--- src/fifo_ctl_cfg.svh ---
/*
  offsets, reset values and timing counts of the dual-clock fifo control.
  assumes nothing; included by bare name.
*/
`ifndef FIFO_CTL_CFG_SVH
`define FIFO_CTL_CFG_SVH
`define OFS_DEFAULT_PAR 10'h07F
`define OFS_DEFAULT_SER 10'h3FF
`define OUT_RESET_VAL   9'h000
`define FT_LATENCY      2'h3
`define MODE_REG_ADDR   32'h0000_0000
`define STAT_REG_ADDR   32'h0000_0004
`define EOFS_REG_ADDR   32'h0000_0008
`define FOFS_REG_ADDR   32'h0000_000C
`endif

--- src/fifo_ctl_pkg.sv ---
/*
  types of the dual-clock fifo control.
  assumes fifo_ctl_cfg.svh is on the include path.
*/
package fifo_ctl_pkg;
  typedef enum logic [1:0] {
    MODE_PLAIN = 2'b01,
    MODE_FALL  = 2'b10
  } read_mode_t;
  typedef struct packed {
    logic [1:0] s1;
    logic [1:0] s2;
    logic [1:0] prev;
  } clk_sync_t;
endpackage

--- src/clk_edge_if.sv ---
/*
  carries the rising edge strobes of the sampled write and read clocks.
  assumes one hclk domain.
*/
`timescale 1ns/100ps
interface clk_edge_if;
  logic wr_rise; // write clock rose
  logic rd_rise; // read clock rose
  modport src (output wr_rise, output rd_rise);
  modport dst (input wr_rise, input rd_rise);
endinterface // clk_edge_if

--- src/clk_edge_det.sv ---
/*
  two-flop samplers of the write and read clock pins, rising edge detect.
  assumes hclk much faster than either pin clock.
*/
`timescale 1ns/100ps
module clk_edge_det
  import fifo_ctl_pkg::*;
(
  input  wire logic hclk,    // system clock
  input  wire logic hresetn, // async reset, active low
  input  wire logic wr_clk,  // write clock pin
  input  wire logic rd_clk,  // read clock pin
  clk_edge_if.src   edges    // edge strobes
);
  clk_sync_t st_q;
  clk_sync_t st_d;

  always_comb begin
    st_d = st_q;
    st_d.s1 = {wr_clk, rd_clk};
    st_d.s2 = st_q.s1;
    st_d.prev = st_q.s2;
  end

  always_ff @(posedge hclk or negedge hresetn) begin
    if (!hresetn) begin
      st_q <= '0;
    end else begin
      st_q <= st_d;
    end
  end

  assign edges.wr_rise = st_q.s2[1] & ~st_q.prev[1];
  assign edges.rd_rise = st_q.s2[0] & ~st_q.prev[0];
endmodule // clk_edge_det

--- src/fifo_ctl.sv ---
/*
  dual-clock fifo control: storage, pointers, status flags, retransmit,
  reset-time mode and offset selection, ahb-lite register window.
  assumes pin inputs are asynchronous to hclk and the write and read clocks
  are sampled by hclk, which runs well above both.
*/
// The register addresses and the AHB-Lite slave port were decided locally.
// What this block does
// - full reset rewinds pointers, sets flag levels
// - strap low selects plain mode, empty/full
// - strap high selects fall-through, valid/space
// - load low: offsets 127, no offset loading
// - load high: offsets 1023, serial only
// - offsets always readable in parallel
// - full reset clears output, sampled on hclk
// - partial reset rewinds pointers, keeps mode
// - partial reset keeps offsets, clears output
// - replay low on read edge, both enables high, starts setup
// - plain replay: empty low, then reads
// - fall-through replay: first word shown
// - plain mode: words only on request
// - fall-through first word after three edges
// - strap pin becomes serial offset input
// - write stores one word unless full or load low
// - full flag returns two write edges later
// - space flag returns two write edges later
// - idle write clock freezes its flags
// - idle read clock freezes its flags
// - works with independent or shared clocks
`timescale 1ns/100ps
`include "fifo_ctl_cfg.svh"
module fifo_ctl
  import fifo_ctl_pkg::*;
#(
  parameter int AW = 4, // address bits of the storage
  parameter int DW = 9  // data width
) (
  input  wire logic          hclk,                       // system clock
  input  wire logic          hresetn,                    // async reset, active low
  input  wire logic          hsel,                       // slave select
  input  wire logic [31:0]   haddr,                      // byte address
  input  wire logic [1:0]    htrans,                     // transfer type
  input  wire logic          hwrite,                     // write when high
  input  wire logic [2:0]    hsize,                      // transfer size
  input  wire logic [31:0]   hwdata,                     // write data
  input  wire logic          hready,                     // bus ready in
  output logic               hreadyout,                  // slave ready
  output logic               hresp,                      // always okay
  output logic [31:0]        hrdata,                     // read data
  input  wire logic          full_reset_n,               // full reset pin
  input  wire logic          part_reset_n,               // partial reset pin
  input  wire logic          fall_through_sel_serial_in, // mode strap, serial in
  input  wire logic          offset_load_n,              // offset method strap
  input  wire logic          serial_en_n,                // serial load enable
  input  wire logic          wr_clk,                     // write clock pin
  input  wire logic          rd_clk,                     // read clock pin
  input  wire logic          wr_enable_n,                // write enable
  input  wire logic          rd_enable_n,                // read enable
  input  wire logic          replay_n,                   // retransmit request
  input  wire logic [DW-1:0] data_in,                    // write data
  output logic [DW-1:0]      data_out,                   // output register
  output logic               empty_n,                    // plain empty flag
  output logic               full_n,                     // plain full flag
  output logic               out_valid_n,                // fall-through ready
  output logic               space_avail_n,              // fall-through space
  output logic               almost_empty_n,             // almost empty
  output logic               almost_full_n,              // almost full
  output logic               half_full_n                 // half full
);
  localparam int PW = AW + 1;
  localparam logic [31:0] MODE_ADDR = `MODE_REG_ADDR;
  localparam logic [31:0] STAT_ADDR = `STAT_REG_ADDR;
  localparam logic [31:0] EOFS_ADDR = `EOFS_REG_ADDR;

  typedef struct packed {
    logic [2:0]    rst_s1;     // full, partial reset, replay samplers
    logic [2:0]    rst_s2;
    logic [4:0]    pin_s1;     // wr_en, rd_en, ser_in, load, ser_en
    logic [4:0]    pin_s2;
    logic [DW-1:0] din_s1;
    logic [DW-1:0] din_s2;
    logic          strap_done;
    read_mode_t    mode;
    logic          serial_sel;
    logic [9:0]    e_ofs;
    logic [9:0]    f_ofs;
    logic [4:0]    ser_cnt;
    logic [19:0]   ser_shift;
    logic [PW-1:0] wptr;
    logic [PW-1:0] rptr;
    logic [PW-1:0] wg_s1;      // write gray seen in read domain
    logic [PW-1:0] wg_s2;
    logic [PW-1:0] rg_s1;      // read gray seen in write domain
    logic [PW-1:0] rg_s2;
    logic [1:0]    ft_cnt;
    logic          out_full;   // fall-through output register holds a word
    logic [DW-1:0] dout;
    logic          empty_f;
    logic          full_f;
    logic          ae_f;
    logic          af_f;
    logic          hf_f;
    logic          ahb_pend;
    logic          ahb_wr;
    logic [3:0]    ahb_addr;
    logic [31:0]   rdata;
  } state_t;

  state_t st_q;
  state_t st_d;
  logic [DW-1:0] mem_q [2**AW];
  logic          mem_we;
  clk_edge_if    edges ();

  clk_edge_det u_edges (
    .hclk    (hclk),
    .hresetn (hresetn),
    .wr_clk  (wr_clk),
    .rd_clk  (rd_clk),
    .edges   (edges)
  );

  function automatic logic [PW-1:0] to_gray(input logic [PW-1:0] b);
    to_gray = b ^ (b >> 1);
  endfunction

  function automatic logic [PW-1:0] from_gray(input logic [PW-1:0] g);
    logic [PW-1:0] b;
    b = '0;
    for (int i = PW - 1; i >= 0; i--) begin
      b[i] = (i == PW - 1) ? g[i] : (b[i + 1] ^ g[i]);
    end
    from_gray = b;
  endfunction

  logic          full_rst;
  logic          any_rst;
  logic          wr_en;
  logic          rd_en;
  logic          ld_low;
  logic [PW-1:0] w_rptr;
  logic [PW-1:0] r_wptr;
  logic [PW-1:0] wlevel;
  logic [PW-1:0] rlevel;
  logic          can_rd;

  always_comb begin
    st_d = st_q;
    st_d.rst_s1 = {full_reset_n, part_reset_n, replay_n};
    st_d.rst_s2 = st_q.rst_s1;
    st_d.pin_s1 = {wr_enable_n, rd_enable_n, fall_through_sel_serial_in,
                   offset_load_n, serial_en_n};
    st_d.pin_s2 = st_q.pin_s1;
    st_d.din_s1 = data_in;
    st_d.din_s2 = st_q.din_s1;
    full_rst = !st_q.rst_s2[2];
    any_rst  = full_rst || !st_q.rst_s2[1];
    wr_en    = !st_q.pin_s2[4];
    rd_en    = !st_q.pin_s2[3];
    ld_low   = !st_q.pin_s2[1];
    mem_we   = 1'b0;
    w_rptr   = from_gray(st_q.rg_s2);
    r_wptr   = from_gray(st_q.wg_s2);
    wlevel   = st_q.wptr - w_rptr;
    rlevel   = r_wptr - st_q.rptr;
    can_rd   = rlevel != '0;

    if (full_rst) begin
      st_d.mode       = st_q.pin_s2[2] ? MODE_FALL : MODE_PLAIN;
      st_d.serial_sel = st_q.pin_s2[1];
      st_d.e_ofs      = st_q.pin_s2[1] ? `OFS_DEFAULT_SER : `OFS_DEFAULT_PAR;
      st_d.f_ofs      = st_d.e_ofs;
      st_d.ser_cnt    = '0;
      st_d.strap_done = 1'b1;
    end
    if (any_rst) begin
      st_d.wptr     = '0;
      st_d.rptr     = '0;
      st_d.wg_s1    = '0;
      st_d.wg_s2    = '0;
      st_d.rg_s1    = '0;
      st_d.rg_s2    = '0;
      st_d.ft_cnt   = '0;
      st_d.out_full = 1'b0;
      st_d.dout     = `OUT_RESET_VAL;
      st_d.empty_f  = 1'b1;
      st_d.full_f   = 1'b0;
      st_d.ae_f     = 1'b1;
      st_d.af_f     = 1'b0;
      st_d.hf_f     = 1'b0;
    end else begin
      // write domain, only on write clock edges
      if (edges.wr_rise) begin
        st_d.rg_s1 = to_gray(st_q.rptr);
        st_d.rg_s2 = st_q.rg_s1;
        if (ld_low && st_q.serial_sel && !st_q.pin_s2[0]) begin
          st_d.ser_shift = {st_q.ser_shift[18:0], st_q.pin_s2[2]};
          st_d.ser_cnt   = (st_q.ser_cnt == 5'd19) ? 5'd0 : st_q.ser_cnt + 5'd1;
          if (st_q.ser_cnt == 5'd19) begin
            st_d.e_ofs = st_d.ser_shift[19:10];
            st_d.f_ofs = st_d.ser_shift[9:0];
          end
        end else if (wr_en && !ld_low && !st_q.full_f) begin
          mem_we    = 1'b1;
          st_d.wptr = st_q.wptr + 1'b1;
        end
        // flags follow the two-stage synchronised read pointer, as loaded on this edge
        wlevel      = st_q.wptr - from_gray(st_d.rg_s2);
        st_d.full_f = wlevel[AW] || (mem_we && wlevel == PW'(2**AW - 1));
        st_d.af_f   = wlevel >= PW'(2**AW) - PW'(st_q.f_ofs[AW:0]);
        if (wlevel >= PW'(2**(AW - 1))) begin
          st_d.hf_f = 1'b1;
        end
      end
      // read domain, only on read clock edges
      if (edges.rd_rise) begin
        st_d.wg_s1 = to_gray(st_q.wptr);
        st_d.wg_s2 = st_q.wg_s1;
        if (!st_q.rst_s2[0] && !rd_en && wr_en == 1'b0) begin
          st_d.rptr     = '0;
          st_d.empty_f  = 1'b1;
          st_d.out_full = 1'b0;
          st_d.ft_cnt   = '0;
        end else if (st_q.mode == MODE_PLAIN) begin
          st_d.empty_f = !can_rd;
          if (rd_en && !ld_low && can_rd) begin
            st_d.dout = mem_q[st_q.rptr[AW-1:0]];
            st_d.rptr = st_q.rptr + 1'b1;
          end
        end else begin
          // two synchroniser edges plus this load make the three-edge latency
          if (can_rd && (!st_q.out_full || (rd_en && !ld_low))) begin
            st_d.dout     = mem_q[st_q.rptr[AW-1:0]];
            st_d.rptr     = st_q.rptr + 1'b1;
            st_d.out_full = 1'b1;
            st_d.ft_cnt   = '0;
          end else if (rd_en && !ld_low && st_q.out_full) begin
            st_d.out_full = 1'b0;
          end
          st_d.empty_f = !st_d.out_full;
        end
        st_d.ae_f = rlevel <= PW'(st_q.e_ofs[AW:0]);
        if (rlevel < PW'(2**(AW - 1))) begin
          st_d.hf_f = 1'b0;
        end
      end
    end

    // ahb-lite slave, single-cycle answers
    if (st_q.ahb_pend && st_q.ahb_wr && st_q.ahb_addr == MODE_ADDR[3:0]) begin
      st_d.strap_done = hwdata[0] | st_q.strap_done;
    end
    st_d.ahb_pend = hsel && hready && htrans[1];
    st_d.ahb_wr   = hwrite;
    st_d.ahb_addr = haddr[3:0];
    unique case (haddr[3:0])
      MODE_ADDR[3:0]: st_d.rdata = {29'h0, st_q.serial_sel, st_q.mode};
      STAT_ADDR[3:0]: st_d.rdata = {27'h0, st_q.empty_f, st_q.full_f,
                                    st_q.ae_f, st_q.af_f, st_q.hf_f};
      EOFS_ADDR[3:0]: st_d.rdata = {22'h0, st_q.e_ofs};
      default:               st_d.rdata = {22'h0, st_q.f_ofs};
    endcase
  end

  always_ff @(posedge hclk or negedge hresetn) begin
    if (!hresetn) begin
      st_q <= '0;
    end else begin
      st_q <= st_d;
    end
  end

  always_ff @(posedge hclk) begin
    if (mem_we) begin
      mem_q[st_q.wptr[AW-1:0]] <= st_q.din_s2;
    end
  end

  logic plain;
  assign plain          = st_q.mode != MODE_FALL;
  assign data_out       = st_q.dout;
  assign empty_n        = plain ? !st_q.empty_f : 1'b0;
  assign full_n         = plain ? !st_q.full_f : 1'b1;
  assign out_valid_n    = plain ? 1'b1 : st_q.empty_f;
  assign space_avail_n  = plain ? 1'b0 : st_q.full_f;
  assign almost_empty_n = !st_q.ae_f;
  assign almost_full_n  = !st_q.af_f;
  assign half_full_n    = !st_q.hf_f;
  assign hreadyout      = 1'b1;
  assign hresp          = 1'b0;
  assign hrdata         = st_q.rdata;
endmodule // fifo_ctl

--- config.mk ---
export PLATFORM = sky130hd
export DESIGN_NAME = fifo_ctl
export DESIGN_NICKNAME = d
export VERILOG_FILES = /design/src/fifo_ctl_pkg.sv /design/src/clk_edge_if.sv /design/src/clk_edge_det.sv /design/src/fifo_ctl.sv
export VERILOG_INCLUDE_DIRS = /design/src /design/src/src
export SDC_FILE = /design/constraint.sdc
export NUM_CORES = 1
export LEC_CHECK = 0
export BUFFER_PORTS_ARGS = -buffer_cell sky130_fd_sc_hd__buf_2
export CORE_ASPECT_RATIO = 1.4
export CORE_UTILIZATION = 35
export CTS_BUF_LIST = sky130_fd_sc_hd__clkbuf_8 sky130_fd_sc_hd__clkbuf_16
export DETAILED_ROUTE_END_ITERATION = 8
export PLACE_DENSITY_LB_ADDON = 0.08
export SLEW_MARGIN = 30
export SYNTH_ARGS = -nofsm -noshare
export SYNTH_HDL_FRONTEND = slang
export SYNTH_SLANG_ARGS = --single-unit
--- constraint.sdc ---
create_clock -name hclk -period 10.2 [get_ports hclk]
set_clock_uncertainty 0.05 [all_clocks]
set_input_delay 0 -clock hclk [delete_from_list [all_inputs] [get_ports hclk]]
set_output_delay 0 -clock hclk [all_outputs]
set_load 0.03 [all_outputs]
==> Word-level counts from Yosys, hierarchy flattened <==
Memory sizes are Yosys's and may differ from the RTL's.
Cells that the tools add are included.
{ "classes": {"add_sub_neg": 6, "magnitude_cmp": 4, "eq_ne": 11, "muxes": 51, "n_bitwise": 15, "n_reduce_logical": 41} }
{ "op_table": {"columns": ["op", "count"], "rows": [
  ["$mux 45", 2],
  ["$mux 50", 1],
  ["$mux 47", 1],
  ["$mux 5", 7],
  ["$mux 10", 3],
  ["$pmux 10 s3", 1],
  ["$mux 9", 3],
  ["$mux 25", 1],
  ["$mux 1", 24],
  ["$mux 20", 1],
  ["$add 5x1->5 const B", 3],
  ["$logic_not 1->1", 15],
  ["$mux 15", 1],
  ["$mux 13", 1],
  ["$logic_and 1x1->1", 11],
  ["$sub 5x5->5", 2],
  ["$xor 5x4->5", 2],
  ["$reduce_and 3->1", 3],
  ["$xor 1x1->1", 8],
  ["$mux 2", 3],
  ["$mux 3", 2],
  ["$ne 2x2->1 const B", 3],
  ["$reduce_bool 2->1", 3],
  ["$eq 5x4->1 const B", 1],
  ["other kinds (21)", 26]
]} }
{ "totals": {"reg_bits": 160, "mem_bits_rw": 144, "in_bits": 93, "memories": 1} }
{ "memory_table": {"columns": ["name", "words", "word_bits", "read_ports", "rd_clocked_by_memory_dff", "wr", "line", "text"], "rows": [
  ["mem_q", 16, 9, 1, 0, 1, "fifo_ctl.sv:111", "logic [DW-1:0] mem_q [2**AW];"]
]} }

==> Logic depth before layout (Yosys ltp) <==
{ "logic_depth": {"word_depth": 17, "mapped_depth": 14, "mapped_depth_nobuf": 14} }

==> Hierarchy <==
Synthesis repeated with hierarchy kept, for this count alone.
{ "hier_totals": {"cells_unflattened": 811, "hier_area_um2": 11833.8} }
{ "modules_own_cells": {"columns": ["module", "instances", "cells_each", "area_per_inst_um2", "seq_area_each_um2"], "rows": [
  ["fifo_ctl", 1, 803, 11656.2, 7602.3],
  ["clk_edge_det", 1, 8, 177.7, 150.1]
]} }

==> Worst setup path after synthesis <==
OpenSTA, ideal clock, no wires.
{ "synth_timing": {"kind": "flip-flop to flip-flop", "start": "register st_q (netlist bit r_wptr[4])", "end": "register st_q[40] (netlist name)", "t_arrival_ps": 3002, "slack_ps": 7027, "stages_incl_launch_ff": 15, "path_buffers": 0, "path_cell_list": "dfrtp_1 -> xor2_1 -> xnor2_1 -> xor2_1 -> xor2_1 -> ha_1 -> fa_1 -> nand2b_1 -> a21oi_1 -> xor2_2 -> inv_1 -> ha_1 -> nand3_1 -> o211ai_1 -> o22a_1"} }
{ "synth_via": {"elab_chain_len": 8} }
{ "synth_lines": {"columns": ["item", "line", "text"], "rows": [
  ["start, declared", "fifo_ctl.sv:109", "state_t st_q;"],
  ["start signal, assigned", "fifo_ctl.sv:269", "st_q <= st_d;"],
  ["$xor 1x1->1 (4 in series)", "fifo_ctl.sv:131", "b[i] = (i == PW - 1) ? g[i] : (b[i + 1] ^ g[i]);"],
  ["$sub 5x5->5 *", "fifo_ctl.sv:165", "rlevel = r_wptr - st_q.rptr;"],
  ["$le 5x5->1 *", "fifo_ctl.sv:242", "st_d.ae_f = rlevel <= PW'(st_q.e_ofs[AW:0]);"],
  ["$mux 1 *", "fifo_ctl.sv:216", "if (edges.rd_rise) begin"],
  ["$mux 47 *", "fifo_ctl.sv:176", "if (any_rst) begin"]
]} }
Every way passes the cells marked *; elsewhere a longest branch is shown, timed or not. The select of a mux whose other input is x is not followed.
A chain may end at the register's enable or synchronous reset.

==> Worst setup path in the final report <==
Ends and elaborated chain as after synthesis.

==> run summary <==
Mean Syn Cell Area: 14.0 um^2
Tot GR Track Use: 0.159
final setup TNS: 0 ps
layout cell share with drive strength beyond 1: 0.177
crit path time final: 3670 ps
Row Count: 79
Final nets: 1034
CP cell instances: xor2_1, xnor2_1, xor2_1, xor2_1, ha_1, fa_1, nand2b_1, a21oi_1, xor2_2, inv_1, ha_1, nand3_1, o211ai_1, o22a_1
pin count of the biggest net entering global routing: 76
post-synthesis sequential area ratio: 0.653
Slew Limit Fails: 0
placed instance area: 12400 um^2
Avg WL per Cell: 19.3 um
total gr overflow: 0
Synth Flop Type: edfxtp_1
hold buffer count at cts: 29
P_leak: 5.43 nW
Netlist cell types: 53
initial antenna violation count: 0
Top Ports: 143
post-DP HPWL: 17.3 mm
Area Growth Syn to Fin: 14.0%
Sink Count: 281
Crit path depth: 14
number of gates resized after CTS: 0
GPL Wtd Cong: 0.804
setup bufs post-CTS: 0
worst r2r src: r_wptr[4]
insertion delay to the later sink of the worst-skew pair: 560 ps
Slew headroom: 0.361
status: finished clean
placed cells: 1294
Clock transition at path regs: 60 ps
CP Class: reg -> reg
synthesized flop and latch total: 281
Max Cap Violations: 0
CP endpoint: st_q[40]
final hold violation count: 0
TritonCTS clock tree: done
First-pass DRT Iterations: 5
CP Data Arrival Time: 4070 ps
fin cells: 1377
Die W: 158 um
fraction of registers with async set/reset: 0.488
Worst Path Max Fanout: 4
Post-Synthesis Cells: 846
highest clock rate: 0.273 GHz
full die area: 34700 um^2
actual slew at the worst max-slew pin: 955 ps
H-tree depth: 1
Die H: 220 um
r2r worst-path depth: 14
crit path launch type: register
maximum buffer depth of the clock tree: 3
Final Cycle Share: 0.360
most frequent cells in the layout: edfxtp_1, dfrtp_1, nand2_1
area of the mapped netlist: 11900 um^2
Vias/cell: 4.86
design area: 13500 um^2
Post-synth EDFFs: 144
routed via count: 6691
r2r setup slk: 6530 ps
crit path from: r_wptr[4]
CP delay by family, top: XOR/XNOR gates
worst min path class: in -> async
initial core utilization: 0.356
slowest cell on the critical path: dfrtp_1
Final setup viols: 0
Worst R2R End: st_q[40]
crit path buf inv count: 1
total CTS buffers: 29
core area: 33300 um^2
commonest non-fill, non-tap cell in the layout: edfxtp_1
vias in the first global route: 7098
unrepaired setup endpoints after global routing: no
# port buffers: 50
slowest stage delay, CP: 430 ps
number of remaining DRC errors: 0
Post-Route WL: 26.5 mm
ant diodes: 0
first-pass GRT wire length: 41.1 mm
remaining antenna violation count after routing: 0
Crit path top cell by count: xor2_1
Crit path required time: 10600 ps
1st-iter DRT viols: 327
Yosys warnings: 0
CTS Root Cell: clkbuf_16
PwrDens: 169 nW/um^2
Pwr Total: 2.28 mW
VDD IR max: 0.000114 V
nature of the critical path endpoint: register
-- per-layer routing --
layer,GRT usage,vias up,part of all wire
met5,0,-,0
met4,0.0469,0,0.021
met3,0.0205,32,0.029
met2,0.306,124,0.56
met1,0.180,3394,0.39
li1,-,3141,-
-- final cells by class --
type / count / area [um^2]
multi-input combinational: 470 / 3600
inverter: 39 / 146
sequential: 281 / 7750
clock inverter: 23 / 113
timing repair buffer: 88 / 614
clock buffer: 31 / 753
tap: 445 / 557
fill: 3173 / 19800
-- Yosys cell counts (16+ instances only) --
| master | n | area, um^2 |
|---|---|---|
| edfxtp_1 | 144 | 4320 |
| dfrtp_1 | 137 | 3430 |
| nand2_1 | 71 | 267 |
| a21oi_1 | 47 | 235 |
| nor2_1 | 47 | 176 |
| buf_4 | 43 | 323 |
| inv_1 | 39 | 146 |
| mux4_2 | 36 | 811 |
| ha_1 | 30 | 375 |
| o21ai_0 | 25 | 125 |
| clkbuf_1 | 22 | 82.6 |
| mux2_2 | 22 | 248 |
| and3_1 | 21 | 131 |
| a22oi_1 | 19 | 143 |
| a31oi_1 | 18 | 113 |
| xnor2_1 | 16 | 140 |
-- cells by family (layout without fill, tap and decap cells) --
group,Yosys count,after routing,share of synthesized area
flip-flops,281,281,0.653
AND/OR/NAND/NOR,181,181,0.0702
AO/OA/AOI/OAI,146,146,0.0772
buffers and inverters,117,181,0.0519
multiplexers,60,60,0.0910
adder cells (fa/ha/maj),32,32,0.0350
XOR/XNOR,27,27,0.0212
other,2,24,0.000633
-- worst min path at each step --
stage	startpoint	to	cells past startpoint
after floorplan	hresetn	data_out[0]	0
after global placement	hresetn	u_edges.st_q[0]	1
after detailed placement	hresetn	u_edges.st_q[1]	1
after CTS	replay_n	st_d[162]	2
after global routing	wr_clk	u_edges.st_d[3]	2
final	hresetn	r_wptr[4]	2
-- state kept, by name, indices dropped and copies added (netlist names) --
name          flops
data_out          9
st_q             94
r_wptr            1
mem_q           144
st_d             17
u_edges.st_d      4
hrdata           10
u_edges.st_q      2
-- stage by stage --
stage | hold WS [ps] | setup WS [ps] | util
global route | 10.1 | 6150 | 0.406
finish | 12.0 | 6530 | 0.406
detailed placement | 48.0 | 6440 | 0.372
global placement | 33.2 | 6170 | 0.371
CTS | 1.10 | 6410 | 0.406
floorplan | -346 | 7030 | -
-- worst reg2reg max path, cell delays in order (launching register included) --
cell	delay, ps
dfrtp_1	430
xor2_1	350
xnor2_1	210
xor2_1	360
xor2_1	120
ha_1	230
fa_1	400
nand2b_1	160
a21oi_1	210
xor2_2	290
inv_1	120
ha_1	310
nand3_1	80
o211ai_1	80
o22a_1	170
-- where the power goes --
group          internal (mW)  switching (mW)  total, mW
clock                  0.531           0.433      0.964
combinational         0.0311          0.0639     0.0950
sequential              1.21          0.0156       1.23
total                   1.77           0.512       2.28
Power figures use the tool's default switching activity.
